==> config.mk <==
export PLATFORM = sky130hd
export DESIGN_NAME = hrw_host
export DESIGN_NICKNAME = d
export VERILOG_FILES = /design/src/hrw_pkg.sv /design/src/hrw_host.sv /design/src/hrw_cnt.sv
export VERILOG_INCLUDE_DIRS = /design/src
export SDC_FILE = /design/constraint.sdc
export NUM_CORES = 1
export LEC_CHECK = 0
export BUFFER_PORTS_ARGS = -buffer_cell sky130_fd_sc_hd__buf_2
export CAP_MARGIN = 15
export CORE_ASPECT_RATIO = 0.6
export CORE_UTILIZATION = 50
export DETAILED_ROUTE_END_ITERATION = 16
export PLACE_DENSITY_LB_ADDON = 0.12
export REMOVE_ABC_BUFFERS = 1
export SLEW_MARGIN = 20
export SYNTH_ARGS = -nofsm -noshare
export SYNTH_HDL_FRONTEND = slang
export SYNTH_HIERARCHICAL = 1
export SYNTH_SLANG_ARGS = --single-unit
==> constraint.sdc <==
create_clock -name ref_clk -period 3.28 [get_ports ref_clk]
set_input_delay 0.164 -clock ref_clk [delete_from_list [all_inputs] [get_ports ref_clk]]
set_output_delay 0.164 -clock ref_clk [all_outputs]
set_load 0.03 [all_outputs]
==> src/hrw_cfg.svh <==
`ifndef HRW_CFG_SVH
`define HRW_CFG_SVH

`define HRW_CLK_MHZ 25
`define HRW_WAIT_NONE_NS 0
`define HRW_WAIT_SHORT_NS 45
`define HRW_WAIT_IRQSTS_NS 90
`define HRW_WAIT_LONG_NS 135
`define HRW_WAIT_FREERUN_NS 180
`define HRW_WAIT_PWRMGMT_NS 315
`define HRW_NS_TO_CYC(ns) ((((ns) * `HRW_CLK_MHZ) + 999) / 1000)
`define HRW_CYC_MIN(ns) ((`HRW_NS_TO_CYC(ns) < 1) ? 1 : `HRW_NS_TO_CYC(ns))
`define HRW_STROBE_LOW_NS 32
`define HRW_STROBE_HIGH_NS 13
`define HRW_DATA_VALID_NS 30
`define HRW_CYCLE_NS 45
`define HRW_BURST_MAX 16

`endif

==> src/hrw_pkg.sv <==
package hrw_pkg;
  typedef enum logic [4:0] {
    HRW_CLS_ZERO = 5'h01,
    HRW_CLS_SHORT = 5'h02,
    HRW_CLS_IRQSTS = 5'h04,
    HRW_CLS_LONG = 5'h08,
    HRW_CLS_FREERUN = 5'h10
  } hrw_cls_t;
  typedef enum logic [2:0] {
    HRW_CMD_READ = 3'h0,
    HRW_CMD_BURST_READ = 3'h1,
    HRW_CMD_QUEUE_READ = 3'h2,
    HRW_CMD_QUEUE_BURST = 3'h3,
    HRW_CMD_WRITE = 3'h4,
    HRW_CMD_QUEUE_WRITE = 3'h5
  } hrw_cmd_t;
  typedef enum logic [5:0] {
    HRW_ST_IDLE = 6'h01,
    HRW_ST_HOLDOFF = 6'h02,
    HRW_ST_SETUP = 6'h04,
    HRW_ST_STROBE = 6'h08,
    HRW_ST_RECOVER = 6'h10,
    HRW_ST_DONE = 6'h20
  } hrw_state_t;
endpackage

==> src/hrw_host.sv <==
`timescale 1ns/100ps
`include "hrw_cfg.svh"
module hrw_host #(
  parameter int ADDR_W = 8,
  parameter int BURST_MAX = `HRW_BURST_MAX,
  parameter logic [ADDR_W-1:0] PWR_MGMT_ADDR = 8'h84,
  parameter logic [ADDR_W-1:0] FREE_RUN_ADDR = 8'h9C,
  parameter logic [ADDR_W-1:0] TX_INFO_ADDR = 8'h80,
  parameter logic [ADDR_W-1:0] IRQ_CFG_ADDR = 8'h54,
  parameter logic [ADDR_W-1:0] TIMER_CNT_ADDR = 8'h90,
  parameter logic [ADDR_W-1:0] IRQ_STS_ADDR = 8'h58,
  parameter logic [ADDR_W-1:0] ID_ADDR = 8'h50,
  parameter logic [ADDR_W-1:0] BYTE_TEST_ADDR = 8'h64,
  parameter logic [ADDR_W-1:0] RX_INFO_ADDR = 8'h7C,
  parameter logic [ADDR_W-1:0] RX_DROP_ADDR = 8'hA0
) (
  input wire logic ref_clk,
  input wire logic rst_n,
  input wire logic req_valid,
  output logic req_ready,
  input wire hrw_pkg::hrw_cmd_t req_cmd,
  input wire logic [ADDR_W-1:0] req_addr,
  input wire logic [15:0] req_wdata,
  input wire logic [4:0] req_len,
  output logic rsp_valid,
  output logic [15:0] rsp_rdata,
  output logic rsp_last,
  output logic chip_select_n,
  output logic read_strobe_n,
  output logic write_strobe_n,
  output logic queue_select,
  output logic [ADDR_W-1:0] addr,
  output logic [15:0] data_out,
  output logic data_oe,
  input wire logic [15:0] data_in
);
  // one word per address cycle: a bare 32 ns low time would let burst words come too fast
  localparam int LOW_CYC = `HRW_CYC_MIN(`HRW_CYCLE_NS);
  localparam int HIGH_CYC = `HRW_CYC_MIN(`HRW_STROBE_HIGH_NS);
  localparam int W_SHORT = `HRW_CYC_MIN(`HRW_WAIT_SHORT_NS);
  localparam int W_IRQ = `HRW_CYC_MIN(`HRW_WAIT_IRQSTS_NS);
  localparam int W_LONG = `HRW_CYC_MIN(`HRW_WAIT_LONG_NS);
  localparam int W_FREE = `HRW_CYC_MIN(`HRW_WAIT_FREERUN_NS);
  localparam int W_PWR = `HRW_CYC_MIN(`HRW_WAIT_PWRMGMT_NS);

  hrw_pkg::hrw_state_t state_r;
  hrw_pkg::hrw_cmd_t cmd_r;
  logic [ADDR_W-1:0] addr_r;
  logic [15:0] wdata_r;
  logic [4:0] left_r;
  logic [3:0] phase_r;
  logic [15:0] din_s1_r;
  logic [15:0] din_s2_r;
  logic [8:0] since_wr_r;
  logic wr_seen_r;
  logic [8:0] need_cyc;
  logic is_write;
  logic hold_zero;
  logic hold_load;
  logic [8:0] hold_val;

  assign is_write = (req_cmd == hrw_pkg::HRW_CMD_WRITE) ||
                    (req_cmd == hrw_pkg::HRW_CMD_QUEUE_WRITE);

  // wait class chosen by the read target, counted from the end of the last write
  always_comb begin
    need_cyc = 9'h000;
    if (req_addr == PWR_MGMT_ADDR) begin
      need_cyc = 9'(W_PWR);
    end else if (req_addr == FREE_RUN_ADDR) begin
      need_cyc = 9'(W_FREE);
    end else if (req_addr == TX_INFO_ADDR) begin
      need_cyc = 9'(W_LONG);
    end else if (req_addr == IRQ_CFG_ADDR || req_addr == TIMER_CNT_ADDR) begin
      need_cyc = 9'(W_LONG);
    end else if (req_addr == IRQ_STS_ADDR) begin
      need_cyc = 9'(W_IRQ);
    end else if (req_addr == ID_ADDR || req_addr == BYTE_TEST_ADDR ||
                 req_addr == RX_INFO_ADDR || req_addr == RX_DROP_ADDR) begin
      need_cyc = 9'h000;
    end else begin
      need_cyc = 9'(W_SHORT);
    end
  end

  // remaining hold-off; strobe recovery time already spent counts toward it
  always_comb begin
    hold_val = 9'h000;
    if (!is_write && wr_seen_r && need_cyc > since_wr_r) begin
      hold_val = need_cyc - since_wr_r;
    end
  end
  assign hold_load = (state_r == hrw_pkg::HRW_ST_IDLE) && req_valid;

  hrw_cnt #(.W(9)) u_hold (
    .ref_clk(ref_clk),
    .rst_n(rst_n),
    .load(hold_load),
    .load_val(hold_val),
    .zero(hold_zero)
  );

  assign req_ready = (state_r == hrw_pkg::HRW_ST_IDLE);

  always_ff @(posedge ref_clk) begin
    if (!rst_n) begin
      din_s1_r <= 16'h0000;
      din_s2_r <= 16'h0000;
    end else begin
      din_s1_r <= data_in;
      din_s2_r <= din_s1_r;
    end
  end

  // elapsed cycles since the last write strobe released; saturates
  always_ff @(posedge ref_clk) begin
    if (!rst_n) begin
      since_wr_r <= 9'h1FF;
      wr_seen_r <= 1'b0;
    end else if (state_r == hrw_pkg::HRW_ST_STROBE && !write_strobe_n) begin
      since_wr_r <= 9'h000;
      wr_seen_r <= 1'b1;
    end else if (since_wr_r != 9'h1FF) begin
      since_wr_r <= since_wr_r + 9'h001;
    end
  end

  always_ff @(posedge ref_clk) begin
    if (!rst_n) begin
      state_r <= hrw_pkg::HRW_ST_IDLE;
      cmd_r <= hrw_pkg::HRW_CMD_READ;
      addr_r <= '0;
      wdata_r <= 16'h0000;
      left_r <= 5'h00;
      phase_r <= 4'h0;
    end else begin
      case (state_r)
        hrw_pkg::HRW_ST_IDLE: begin
          if (req_valid) begin
            cmd_r <= req_cmd;
            addr_r <= req_addr;
            wdata_r <= req_wdata;
            if (req_cmd == hrw_pkg::HRW_CMD_BURST_READ ||
                req_cmd == hrw_pkg::HRW_CMD_QUEUE_BURST) begin
              left_r <= (req_len == 5'h00 || req_len > 5'(BURST_MAX)) ?
                        5'(BURST_MAX) : req_len;
            end else begin
              left_r <= 5'h01;
            end
            state_r <= hrw_pkg::HRW_ST_HOLDOFF;
          end
        end
        hrw_pkg::HRW_ST_HOLDOFF: begin
          if (hold_zero) begin
            state_r <= hrw_pkg::HRW_ST_SETUP;
          end
        end
        hrw_pkg::HRW_ST_SETUP: begin
          phase_r <= 4'h0;
          state_r <= hrw_pkg::HRW_ST_STROBE;
        end
        hrw_pkg::HRW_ST_STROBE: begin
          phase_r <= phase_r + 4'h1;
          if (phase_r == 4'(LOW_CYC - 1)) begin
            phase_r <= 4'h0;
            left_r <= left_r - 5'h01;
            if (left_r == 5'h01) begin
              state_r <= hrw_pkg::HRW_ST_RECOVER;
            end else begin
              addr_r <= addr_r + ADDR_W'(2);
            end
          end
        end
        hrw_pkg::HRW_ST_RECOVER: begin
          phase_r <= phase_r + 4'h1;
          if (phase_r == 4'(HIGH_CYC - 1)) begin
            state_r <= hrw_pkg::HRW_ST_DONE;
          end
        end
        hrw_pkg::HRW_ST_DONE: begin
          state_r <= hrw_pkg::HRW_ST_IDLE;
        end
        default: begin
          state_r <= hrw_pkg::HRW_ST_IDLE;
        end
      endcase
    end
  end

  // pin drive: reads by read strobe low, writes by write strobe low; queue select on queue modes
  always_ff @(posedge ref_clk) begin
    if (!rst_n) begin
      chip_select_n <= 1'b1;
      read_strobe_n <= 1'b1;
      write_strobe_n <= 1'b1;
      queue_select <= 1'b0;
      addr <= '0;
      data_out <= 16'h0000;
      data_oe <= 1'b0;
    end else begin
      // at a burst word boundary the pins move on together with addr_r, not a word late
      if (state_r == hrw_pkg::HRW_ST_STROBE && phase_r == 4'(LOW_CYC - 1) &&
          left_r != 5'h01) begin
        addr <= addr_r + ADDR_W'(2);
      end else begin
        addr <= addr_r;
      end
      queue_select <= (cmd_r == hrw_pkg::HRW_CMD_QUEUE_READ) ||
                      (cmd_r == hrw_pkg::HRW_CMD_QUEUE_BURST) ||
                      (cmd_r == hrw_pkg::HRW_CMD_QUEUE_WRITE);
      data_out <= wdata_r;
      if (state_r == hrw_pkg::HRW_ST_SETUP ||
          (state_r == hrw_pkg::HRW_ST_STROBE &&
           !(phase_r == 4'(LOW_CYC - 1) && left_r == 5'h01))) begin
        chip_select_n <= 1'b0;
        read_strobe_n <= !(cmd_r inside {hrw_pkg::HRW_CMD_READ, hrw_pkg::HRW_CMD_BURST_READ,
                          hrw_pkg::HRW_CMD_QUEUE_READ, hrw_pkg::HRW_CMD_QUEUE_BURST});
        write_strobe_n <= !(cmd_r == hrw_pkg::HRW_CMD_WRITE ||
                            cmd_r == hrw_pkg::HRW_CMD_QUEUE_WRITE);
        data_oe <= (cmd_r == hrw_pkg::HRW_CMD_WRITE ||
                    cmd_r == hrw_pkg::HRW_CMD_QUEUE_WRITE);
      end else begin
        chip_select_n <= 1'b1;
        read_strobe_n <= 1'b1;
        write_strobe_n <= 1'b1;
        data_oe <= 1'b0;
      end
    end
  end

  // sample at the end of each strobe word; synchroniser adds two cycles of latency
  logic [2:0] cap_pipe_r;
  logic [2:0] last_pipe_r;
  always_ff @(posedge ref_clk) begin
    if (!rst_n) begin
      cap_pipe_r <= 3'h0;
      last_pipe_r <= 3'h0;
      rsp_valid <= 1'b0;
      rsp_rdata <= 16'h0000;
      rsp_last <= 1'b0;
    end else begin
      cap_pipe_r <= {cap_pipe_r[1:0], (state_r == hrw_pkg::HRW_ST_STROBE &&
                     phase_r == 4'(LOW_CYC - 1) && !read_strobe_n)};
      last_pipe_r <= {last_pipe_r[1:0], (left_r == 5'h01)};
      rsp_valid <= cap_pipe_r[1];
      rsp_last <= cap_pipe_r[1] && last_pipe_r[1];
      if (cap_pipe_r[1]) begin
        rsp_rdata <= din_s2_r;
      end
    end
  end
endmodule

==> src/hrw_cnt.sv <==
`timescale 1ns/100ps
`include "hrw_cfg.svh"
module hrw_cnt #(
  parameter int W = 4
) (
  input wire logic ref_clk,
  input wire logic rst_n,
  input wire logic load,
  input wire logic [W-1:0] load_val,
  output logic zero
);
  logic [W-1:0] cnt_r;
  always_ff @(posedge ref_clk) begin
    if (!rst_n) begin
      cnt_r <= '0;
    end else if (load) begin
      cnt_r <= load_val;
    end else if (cnt_r != '0) begin
      cnt_r <= cnt_r - 1'b1;
    end
  end
  assign zero = (cnt_r == '0);
endmodule

# Word-level counts from Yosys, hierarchy flattened
# Cells that the tools add are included.
[word_totals] elab_cells=137 input_bits=51 output_inout_bits=48 register_bits=144
[classes] n_reduce_logical=42 eq_ne=34 mux=30 addsub=6 n_lt_le_gt_ge=2
[op_table] operator="9-bit two-way mux" count=5
[op_table] operator="8-bit by 7-bit == test with 1-bit output, second input constant" count=5
[op_table] operator="8-bit == test, second input constant" count=5
[op_table] operator="8-bit two-way mux" count=4
[op_table] operator="6-bit two-way mux" count=5
[op_table] operator="6-bit one-hot mux with 5 select lines" count=1
[op_table] operator="5-bit two-way mux" count=4
[op_table] operator="8-bit one-hot mux with 2 select lines" count=1
[op_table] operator="3-bit == test, second input constant" count=4
[op_table] operator="4-bit one-hot mux with 3 select lines" count=1
[op_table] operator="1-bit logical OR" count=11
[op_table] operator="1-bit logical AND" count=10
[op_table] operator="5-bit one-hot mux with 2 select lines" count=1
[op_table] operator="9-bit by 1-bit adder with 9-bit output, second input constant" count=1
[op_table] operator="3-bit by 2-bit == test with 1-bit output, second input constant" count=3
[op_table] operator="9-bit greater-than comparator" count=1
[op_table] operator="9-bit logical NOT" count=1
[op_table] operator="3-bit two-way mux" count=3
[op_table] operator="9-bit != test, second input constant" count=1
[op_table] operator="9-bit nonzero test" count=1
[op_table] operator="9-bit by 1-bit subtractor with 9-bit output, second input constant" count=1
[op_table] operator="9-bit subtractor" count=1
[op_table] operator="8-bit by 2-bit adder with 8-bit output, second input constant" count=1
[op_table] operator="4-bit two-way mux" count=2
[op_table] operator="other kinds (27)" count=41

# Depth between registers and ports, before layout
# Gate-level depths: netlist of the first run.
[logic_depth] word_depth=14 depth_mapped=13 mapped_depth_nobuf=12

# Modules after synthesis
# Netlist of the first run, hierarchy kept.
[by_module_without_submodules] module="hrw_host" n_inst=1 cells_per_inst=592 seq_area_each_um2=2702.6 area_per_inst_um2=5525.3
[by_module_without_submodules] module="hrw_cnt" n_inst=1 cells_per_inst=62 seq_area_each_um2=180.2 area_per_inst_um2=511.7

# Worst setup path after synthesis of the first run
# Ideal clock, no wire load.
[synth_timing] kind="in2reg" startpoint="in req_addr[4]" endpoint="reg u_hold.cnt_r[6]" n_path_buf=1 cell_stages=11 slack_ns=0.443 t_required_ns=3.210 setup_ns=0.070 arrival_ns=2.767 path_cell_list="clkbuf_1 -> or4bb_1 -> a21o_1 -> a211o_1 -> fa_1 -> a21o_1 -> a21oi_1 -> nor4_1 -> a2111oi_0 -> o21ai_0 -> a21oi_1"
[synth_between] elab_chain_cells=14 elab_cells_between_ends=25 cone_classes="add/sub: 1; order compare: 1; eq/ne: 10; mux: 8; reduce/logical: 5"
[synth_lines] element="start, declared" line_no="hrw_host.sv:22" text="input wire logic [ADDR_W-1:0] req_addr,"
[synth_lines] element="8-bit by 7-bit == test with 1-bit output" line_no="hrw_host.sv:78" text="end else if (req_addr == ID_ADDR || req_addr == BYTE_TEST_ADDR ||"
[synth_lines] element="1-bit logical OR (2 in series)" line_no="hrw_host.sv:78"
[synth_lines] element="1-bit logical OR" line_no="hrw_host.sv:79" text="req_addr == RX_INFO_ADDR || req_addr == RX_DROP_ADDR) begin"
[synth_lines] element="2-bit two-way mux" line_no="hrw_host.sv:78"
[synth_lines] element="2-bit two-way mux" line_no="hrw_host.sv:76" text="end else if (req_addr == IRQ_STS_ADDR) begin"
[synth_lines] element="3-bit two-way mux" line_no="hrw_host.sv:74" text="end else if (req_addr == IRQ_CFG_ADDR || req_addr == TIMER_CNT_ADDR) begin"
[synth_lines] element="3-bit two-way mux" line_no="hrw_host.sv:72" text="end else if (req_addr == TX_INFO_ADDR) begin"
[synth_lines] element="3-bit two-way mux" line_no="hrw_host.sv:70" text="end else if (req_addr == FREE_RUN_ADDR) begin"
[synth_lines] element="4-bit two-way mux (*)" line_no="hrw_host.sv:68" text="if (req_addr == PWR_MGMT_ADDR) begin"
[synth_lines] element="9-bit greater-than comparator" line_no="hrw_host.sv:89" text="if (!is_write && wr_seen_r && need_cyc > since_wr_r) begin"
[synth_lines] element="1-bit logical AND" line_no="hrw_host.sv:89"
[synth_lines] element="9-bit two-way mux (*)" line_no="hrw_host.sv:89"
[synth_lines] element="named net hold_val[6]" line_no="hrw_host.sv:60" text="logic [8:0] hold_val;"
[synth_lines] element="9-bit two-way mux (*)" line_no="hrw_cnt.sv:16" text="end else if (load) begin"
[synth_lines] element="end signal, assigned" line_no="hrw_cnt.sv:17" text="cnt_r <= load_val;"
[synth_lines] element="end signal, assigned" line_no="hrw_cnt.sv:19" text="cnt_r <= cnt_r - 1'b1;"
[synth_lines] element="end, declared" line_no="hrw_cnt.sv:12" text="logic [W-1:0] cnt_r;"
# The timed path passes the listed nets; every way through them passes the cells marked *.
# A chain may end at the register's enable or synchronous reset.

# Worst setup path after layout of the first run
[layout_timing] startpoint="in req_addr[5]" endpoint="reg u_hold.cnt_r[6]"
# Same word-level chain as after synthesis.

==> results of run 1 <==
how the worst min path moves through the flow:
stage	start	endpoint	slack (ns)
6_report	req_wdata[15]	wdata_r[15]	0.02
2_1_floorplan	rst_n	state_r[0]	0.24
3_5_place_dp	data_in[8]	din_s1_r[8]	0.37
5_1_grt	req_wdata[15]	wdata_r[15]	0.01
4_1_cts	req_wdata[2]	wdata_r[2]	0.006
3_3_place_gp	data_in[8]	din_s1_r[8]	0.37
kinds of logic (layout without fill, tap and decap cells):
kind of cell	count (synthesis)	after routing	synth area share, %
compound gates	138	138	15.2
fa+ha+maj	15	15	3.23
other cells	1	2	0.0621
simple gates	257	257	23.4
flops	144	144	47.8
buf+inv	62	192	4.39
xor+xnor	13	13	1.89
mux	24	24	4.06
state kept, by name, indices dropped and copies added (netlist names), 2 cells and up:
| name | flops |
|---|---|
| din_s2_r | 16 |
| cmd_r | 3 |
| last_pipe_r | 2 |
| phase_r | 4 |
| cap_pipe_r | 2 |
| data_out | 16 |
| rsp_rdata | 16 |
| wdata_r | 16 |
| din_s1_r | 16 |
| addr | 8 |
| since_wr_r | 9 |
| addr_r | 8 |
| left_r | 5 |
| u_hold/cnt_r | 9 |
| state_r | 6 |
synthesized netlist by cell type, drive strengths merged (4+ instances only):
cell type,number,area share (%)
mux2i,23,3.8
nor2b,9,0.93
o21a,4,0.50
or3,6,0.62
a211oi,7,0.95
ha,14,2.9
a31oi,5,0.52
nand2b,5,0.52
nor2,37,2.3
nor3b,7,0.87
nand2,67,4.2
a211o,4,0.58
nor4,7,1.2
buf,15,1.5
and3,5,0.52
nor3,7,0.58
a21oi,41,3.4
dfxtp,144,48
or3b,4,0.58
o21ai,34,2.9
and2,57,5.9
o31ai,7,0.87
xnor2,8,1.2
nand3,20,1.7
xor2,5,0.73
clkbuf,22,1.4
inv,25,1.6
nand4,6,0.62
nand3b,4,0.50
critical path, delay by kind of cell:
kind / cells / cell delay [ns]
AOI/OAI and AO/OA: 8 / 1.75
and+or+nand+nor: 2 / 0.54
adders and majority gates: 1 / 0.44
buffers and inverters: 1 / 0.14
final cells by class:
type | instances | area (um^2)
fill | 970 | 3990
multi-input combinational | 449 | 2890
sequential | 144 | 2880
timing repair buffer | 135 | 843
clock buffer | 17 | 425
tap | 160 | 200
clock inverter | 15 | 191
inverter | 25 | 93.8
per-stage QoR:
| stage | instance area (um^2) | cells | setup WS, ns | hold slack (ns) | power [mW] |
|---|---|---|---|---|---|
| after detailed placement | 6610 | 883 | 0.156 | 0.373 | 2.66 |
| final | 7530 | 945 | 0.590 | 0.0203 | 4.64 |
| after floorplan | 5870 | 618 | 0.575 | 0.236 | 2.46 |
| after global routing | 7530 | 945 | 0.326 | 0.0116 | 4.85 |
| after CTS | 7530 | 945 | 0.593 | 0.00550 | 4.67 |
| after global placement | 6610 | 883 | 0.323 | 0.368 | 2.65 |
power groups by stage:
stage	clock (mW)	combinational, mW	sequential (mW)
floorplan	0	0.462	2.00
global placement	0	0.660	1.99
detailed placement	0	0.674	1.99
CTS	2.01	0.707	1.95
global route	2.09	0.792	1.97
finish	1.98	0.711	1.95
layer usage:
layer	up-vias	global-route usage, %
met2	159	35.2
met5	-	0
met4	0	7.64
li1	2527	-
met1	2412	33.2
met3	16	5.33
==> impl_metrics.env, run 1 <==
export IMPL_status="completed"
export IMPL_hold_viol=0
export IMPL_fin_skew_ns=0.0105
export IMPL_grt_pass1_wl_um=22700
export IMPL_cts_sinks=144
export IMPL_crit_chain="buf_2, or3b_2, a21oi_1, o21ai_0, a211o_1, fa_1, a21o_1, a21oi_1, nor4_1, a2111oi_0, o21ai_0, a21oi_1"
export IMPL_fp_dieW_um=144
export IMPL_detail_route_first_pass_iterations=5
export IMPL_max_slew_margin_pct=31.6
export IMPL_synth_edf_count=0
export IMPL_grt_overflow_total=0
export IMPL_grt_usage_pct=23.4
export IMPL_worstMarginPinSlew_ns=1.02
export IMPL_start_util_pct=52.4
export IMPL_cp_slowest_cell="or3b_2"
export IMPL_power_per_cell_area_nw_per_um2=617
export IMPL_leakage_nw=3.17
export IMPL_clkTransAtPathRegs_ns=0.07
export IMPL_fin_util_pct=65.3
export IMPL_ant_nets=0
export IMPL_fin_tns_setup_ns=0
export IMPL_finalWirelength_um=14000
export IMPL_cts_tree="done"
export IMPL_io_buffers=98
export IMPL_r2r_slack_ns=0.75
export IMPL_ys_ff_latch=144
export IMPL_wl_met1_um=6980
export IMPL_wl_met3_um=767
export IMPL_final_common_cell="dfxtp_1"
export IMPL_post_cts_buffers=0
export IMPL_path_common_cell="a21oi_1"
export IMPL_cap_violations=0
export IMPL_cts_buffers=17
export IMPL_core_area_um2=11500
export IMPL_reg2reg_from="state_r[2]"
export IMPL_drc=0
export IMPL_cts_buffer_depth=2
export IMPL_ys_flop_type="dfxtp_1"
export IMPL_rows=30
export IMPL_crit_required_ns=3.63
export IMPL_cp_end_kind="flip-flop"
export IMPL_cts_resized=0
export IMPL_grt_max_degree=71
export IMPL_swShare_pct=29.4
export IMPL_min_delay_path_depth=3
export IMPL_drt_iter0_drc=301
export IMPL_die_area_um2=12500
export IMPL_cp_startpoint="req_addr[5]"
export IMPL_p_int_mw=3.28
export IMPL_endpoint="u_hold/cnt_r[6]"
export IMPL_r2r_end="u_hold/cnt_r[7]"
export IMPL_clock_root_buffer="clkbuf_16"
export IMPL_ir_drop_mv=0.313
export IMPL_pin_count=99
export IMPL_rr_worst_depth=7
export IMPL_slowest_delay_ns=0.46
export IMPL_worst_setup_path_start_kind="input pin"
export IMPL_p_switching_mw=1.37
export IMPL_h_tree_depth=4
export IMPL_seqPwrFrac_pct=42.1
export IMPL_syn_inst=654
export IMPL_setup_viol=0
export IMPL_worstPathMaxFanout=7
export IMPL_wl_per_cell_um=14.8
export IMPL_postCtsHoldBufs=30
export IMPL_clock_latency_ns=0.42
export IMPL_async_reset_ff_share_pct=0
export IMPL_min_period_over_period_pct=82.0
export IMPL_critPathArrivalTime_ns=3.04
export IMPL_ys_warn_count=6
export IMPL_synth_distinct_cells=72
export IMPL_min_path_type="in2reg"
export IMPL_critical_path_class="in2reg"
export IMPL_diodes=0
export IMPL_highest_layer="met4"
export IMPL_fin_crit_ns=2.69
export IMPL_rsz0062_at_grt="no"
export IMPL_vias_per_cell=5.41
export IMPL_met2_length_um=6120
export IMPL_grt_pass1_vias=4600
export IMPL_max_freq_mhz=372
export IMPL_final_layout_size_suffix_gt1_share_pct=20.3
export IMPL_ys_seq_area_share_pct=47.8
export IMPL_mostFrequentLayoutCells="144 x dfxtp_1, 98 x buf_2, 66 x nand2_1, 57 x and2_1, 41 x a21oi_1"
export IMPL_area_growth_pct=24.7
export IMPL_syn_area_um2=6040
export IMPL_power_share_clock_pct=42.6
export IMPL_via_count=5114
export IMPL_dp_hpwl_um=9380
export IMPL_comb_power_share_pct=15.3
export IMPL_antenna_found_initial=0
export IMPL_die_h_um=87.1
export IMPL_layout_nets=838
export IMPL_gp_congestion=0.872
export IMPL_drv_slew=0
export IMPL_avgSynthCellArea_um2=9.23
Note: power is estimated with default switching activity, not from simulation.
==> run 2: changes to the inputs <==
- ABC_AREA: not set -> 1
- clock period: 3.28 -> 2.8 ns (I/O delays scaled with it)
==> impl_metrics.env, run 2 <==
export IMPL_ys_warn_count=6
export IMPL_antenna_found_initial=0
export IMPL_reg2reg_from="since_wr_r[0]"
export IMPL_rr_worst_depth=10
export IMPL_fin_crit_ns=2.60
export IMPL_vias_per_cell=4.91
export IMPL_pre_cts_slack_ns=0.200
export IMPL_multi_input_area_um2=2690
export IMPL_cts_sinks=144
export IMPL_clock_root_buffer="clkbuf_16"
export IMPL_wl_per_cell_um=12.7
export IMPL_synth_common_cells="178 x nand2_1, 144 x dfxtp_1, 137 x nor2_1, 123 x inv_1, 54 x o21ai_0"
export IMPL_fin_tns_setup_ns=0
export IMPL_path_common_cell="nand2_1"
export IMPL_power_per_cell_area_nw_per_um2=799
export IMPL_path_depth=19
export IMPL_final_common_cell="nand2_1"
export IMPL_pin_count=99
export IMPL_worst_setup_path_start_kind="input pin"
export IMPL_detail_route_first_pass_iterations=5
export IMPL_syn_inst=839
export IMPL_crit_family="simple AND/OR/NAND/NOR gates"
export IMPL_r2r_slack_ns=0.58
export IMPL_cap_violations=0
export IMPL_cp_slowest_cell="dlygate4sd3_1"
export IMPL_synth_edf_count=0
export IMPL_avgSynthCellArea_um2=7.33
export IMPL_endpoint="u_hold/cnt_r[0]"
export IMPL_cp_end_kind="flip-flop"
export IMPL_crit_chain="dlygate4sd3_1, buf_2, nor2_2, inv_1, nor3_1, o21ai_0, o21ai_0, nor2_1, ha_1, nand3_1, nand2_1, nand2_1, nand2_1, o2111ai_2, nor2_1, nand2_1, o21ai_0, nand2_1, a21oi_1"
export IMPL_yosys_area_top_type="dfxtp_1"
export IMPL_critPathArrivalTime_ns=2.95
export IMPL_fin_skew_ns=0.00531
export IMPL_leakage_nw=4.14
export IMPL_mostFrequentLayoutCells="178 x nand2_1, 144 x dfxtp_1, 136 x nor2_1, 123 x inv_1, 97 x buf_2"
export IMPL_dp_hpwl_um=9930
export IMPL_grt_overflow_total=0
export IMPL_core_area_um2=11600
export IMPL_worstPathMaxFanout=7
export IMPL_ant_nets=0
export IMPL_die_area_um2=12800
export IMPL_post_cts_buffers=0
export IMPL_layout_setup_ws_ns=0.204
export IMPL_grt_usage_pct=23.7
export IMPL_slowest_delay_ns=0.53
export IMPL_fp_dieW_um=145
export IMPL_total_power_mw=6.15
export IMPL_synth_distinct_cells=38
export IMPL_min_path_type="in2reg"
export IMPL_io_buffers=98
export IMPL_h_tree_depth=4
export IMPL_clkTransAtPathRegs_ns=0.06
export IMPL_grt_pass1_wl_um=24000
export IMPL_rows=30
export IMPL_gp_congestion=0.883
export IMPL_grt_max_degree=88
export IMPL_critical_path_class="in2reg"
export IMPL_drt_iter0_drc=418
export IMPL_start_util_pct=52.9
export IMPL_diodes=0
export IMPL_die_h_um=87.9
export IMPL_synth_most_common_cell="nand2_1"
export IMPL_ir_drop_mv=0.464
export IMPL_cts_buffer_depth=2
export IMPL_crit_required_ns=3.15
export IMPL_grt_pass1_vias=5194
export IMPL_drv_slew=0
export IMPL_fillers=1013
export IMPL_worstMarginPinSlew_ns=0.738
export IMPL_seqCellArea_um2=2880
export IMPL_final_layout_size_suffix_gt1_share_pct=17.3
export IMPL_area_growth_pct=25.1
export IMPL_finalWirelength_um=14600
export IMPL_setup_viol=0
export IMPL_cts_tree="done"
export IMPL_ys_seq_area_share_pct=46.9
export IMPL_max_slew_margin_pct=50.8
export IMPL_ys_flop_type="dfxtp_1"
export IMPL_ys_ff_latch=144
export IMPL_synth_area_leaders="dfxtp_1 47%, nand2_1 11%, nor2_1 8.4%, inv_1 7.5%, o21ai_0 4.4%"
export IMPL_via_count=5621
export IMPL_cp_startpoint="req_addr[0]"
export IMPL_clock_latency_ns=0.42
export IMPL_drc=0
export IMPL_rsz0062_at_grt="no"
export IMPL_max_freq_mhz=385
export IMPL_crit_buf_inv=3
export IMPL_synth_top_area_share_pct=46.9
export IMPL_holdWs_ns=0.0156
export IMPL_layout_nets=1038
export IMPL_r2r_end="since_wr_r[1]"
export IMPL_syn_area_um2=6150
export IMPL_hold_viol=0
export IMPL_status="completed"
export IMPL_min_period_over_period_pct=92.7
export IMPL_cts_buffers=17
export IMPL_async_reset_ff_share_pct=0
## run 2: worst reg2reg max path, stage by stage, from the launching register on
cell and delay [ns]:
dfxtp_1 0.44, ha_1 0.21, nand2_1 0.06, inv_1 0.10
nand3_1 0.08, nor3_1 0.18, ha_1 0.19, clkinv_1 0.23
a21oi_1 0.45, nand2_1 0.12, nand3_1 0.10
## run 2: area by class of cell
| cell class | instances | share of cell area, % |
|---|---|---|
| flip-flops and latches | 144 | 37.5 |
| clock buffers | 18 | 5.71 |
| repair buffers | 135 | 11.1 |
| inverters | 131 | 6.40 |
| multi-input cells | 543 | 34.9 |
| well taps | 160 | 2.60 |
| clock inverters | 14 | 1.85 |
## run 2: per-layer routing
layer,vias up,track usage [%],share of wire (%)
li1,2872,-,-
met1,2537,32.1,48
met2,196,38.1,44
met3,16,5.36,6.3
met4,0,7.56,0.87
met5,-,0,0
## run 2: logic make-up after synthesis
kind of cell | count (synthesis) | synth area share [%]
and+or+nand+nor | 414 | 30.0
DFF | 144 | 46.9
buffers and inverters | 153 | 9.66
AOI/OAI and AO/OA | 98 | 8.26
other | 1 | 0.0610
adders and majority gates | 15 | 3.17
xor gates and xnor gates | 14 | 1.99
## run 2: what timing repair did
item | 4_1_cts | 5_1_grt
resized for setup | 0 | 2
hold buffers | 33 | 0
hold endpoints to repair | 33 | 0
setup endpoints to repair | 0 | 7
## run 2: worst min path at each step
stage                 start             to  slack (ns)  cells after the start
4_1_cts          req_cmd[0]       cmd_r[0]       0.007                      3
2_1_floorplan         rst_n  since_wr_r[4]        0.21                      1
6_report         req_cmd[0]       cmd_r[0]        0.02                      3
5_1_grt        req_wdata[1]     wdata_r[1]        0.02                      3
3_5_place_dp     data_in[0]    din_s1_r[0]        0.33                      3
3_3_place_gp     data_in[2]    din_s1_r[2]        0.32                      3
## run 2: per-stage QoR
step           instance area [um^2]  std cells  utilization [%]
6_report                       7700       1145             66.2
5_1_grt                        7700       1145             66.2
4_1_cts                        7690       1145             66.1
3_5_place_dp                   6780       1080             58.2
3_3_place_gp                   6780       1080             58.2
2_1_floorplan                  6050        818                -
## run 2: where the power goes
group | internal (mW) | leakage, nW | total [mW] | switching [mW]
clock | 1.27 | 0.282 | 2.21 | 0.937
sequential | 2.30 | 1.18 | 2.46 | 0.164
combinational | 0.511 | 2.68 | 1.48 | 0.969
total | 4.08 | 4.14 | 6.15 | 2.07
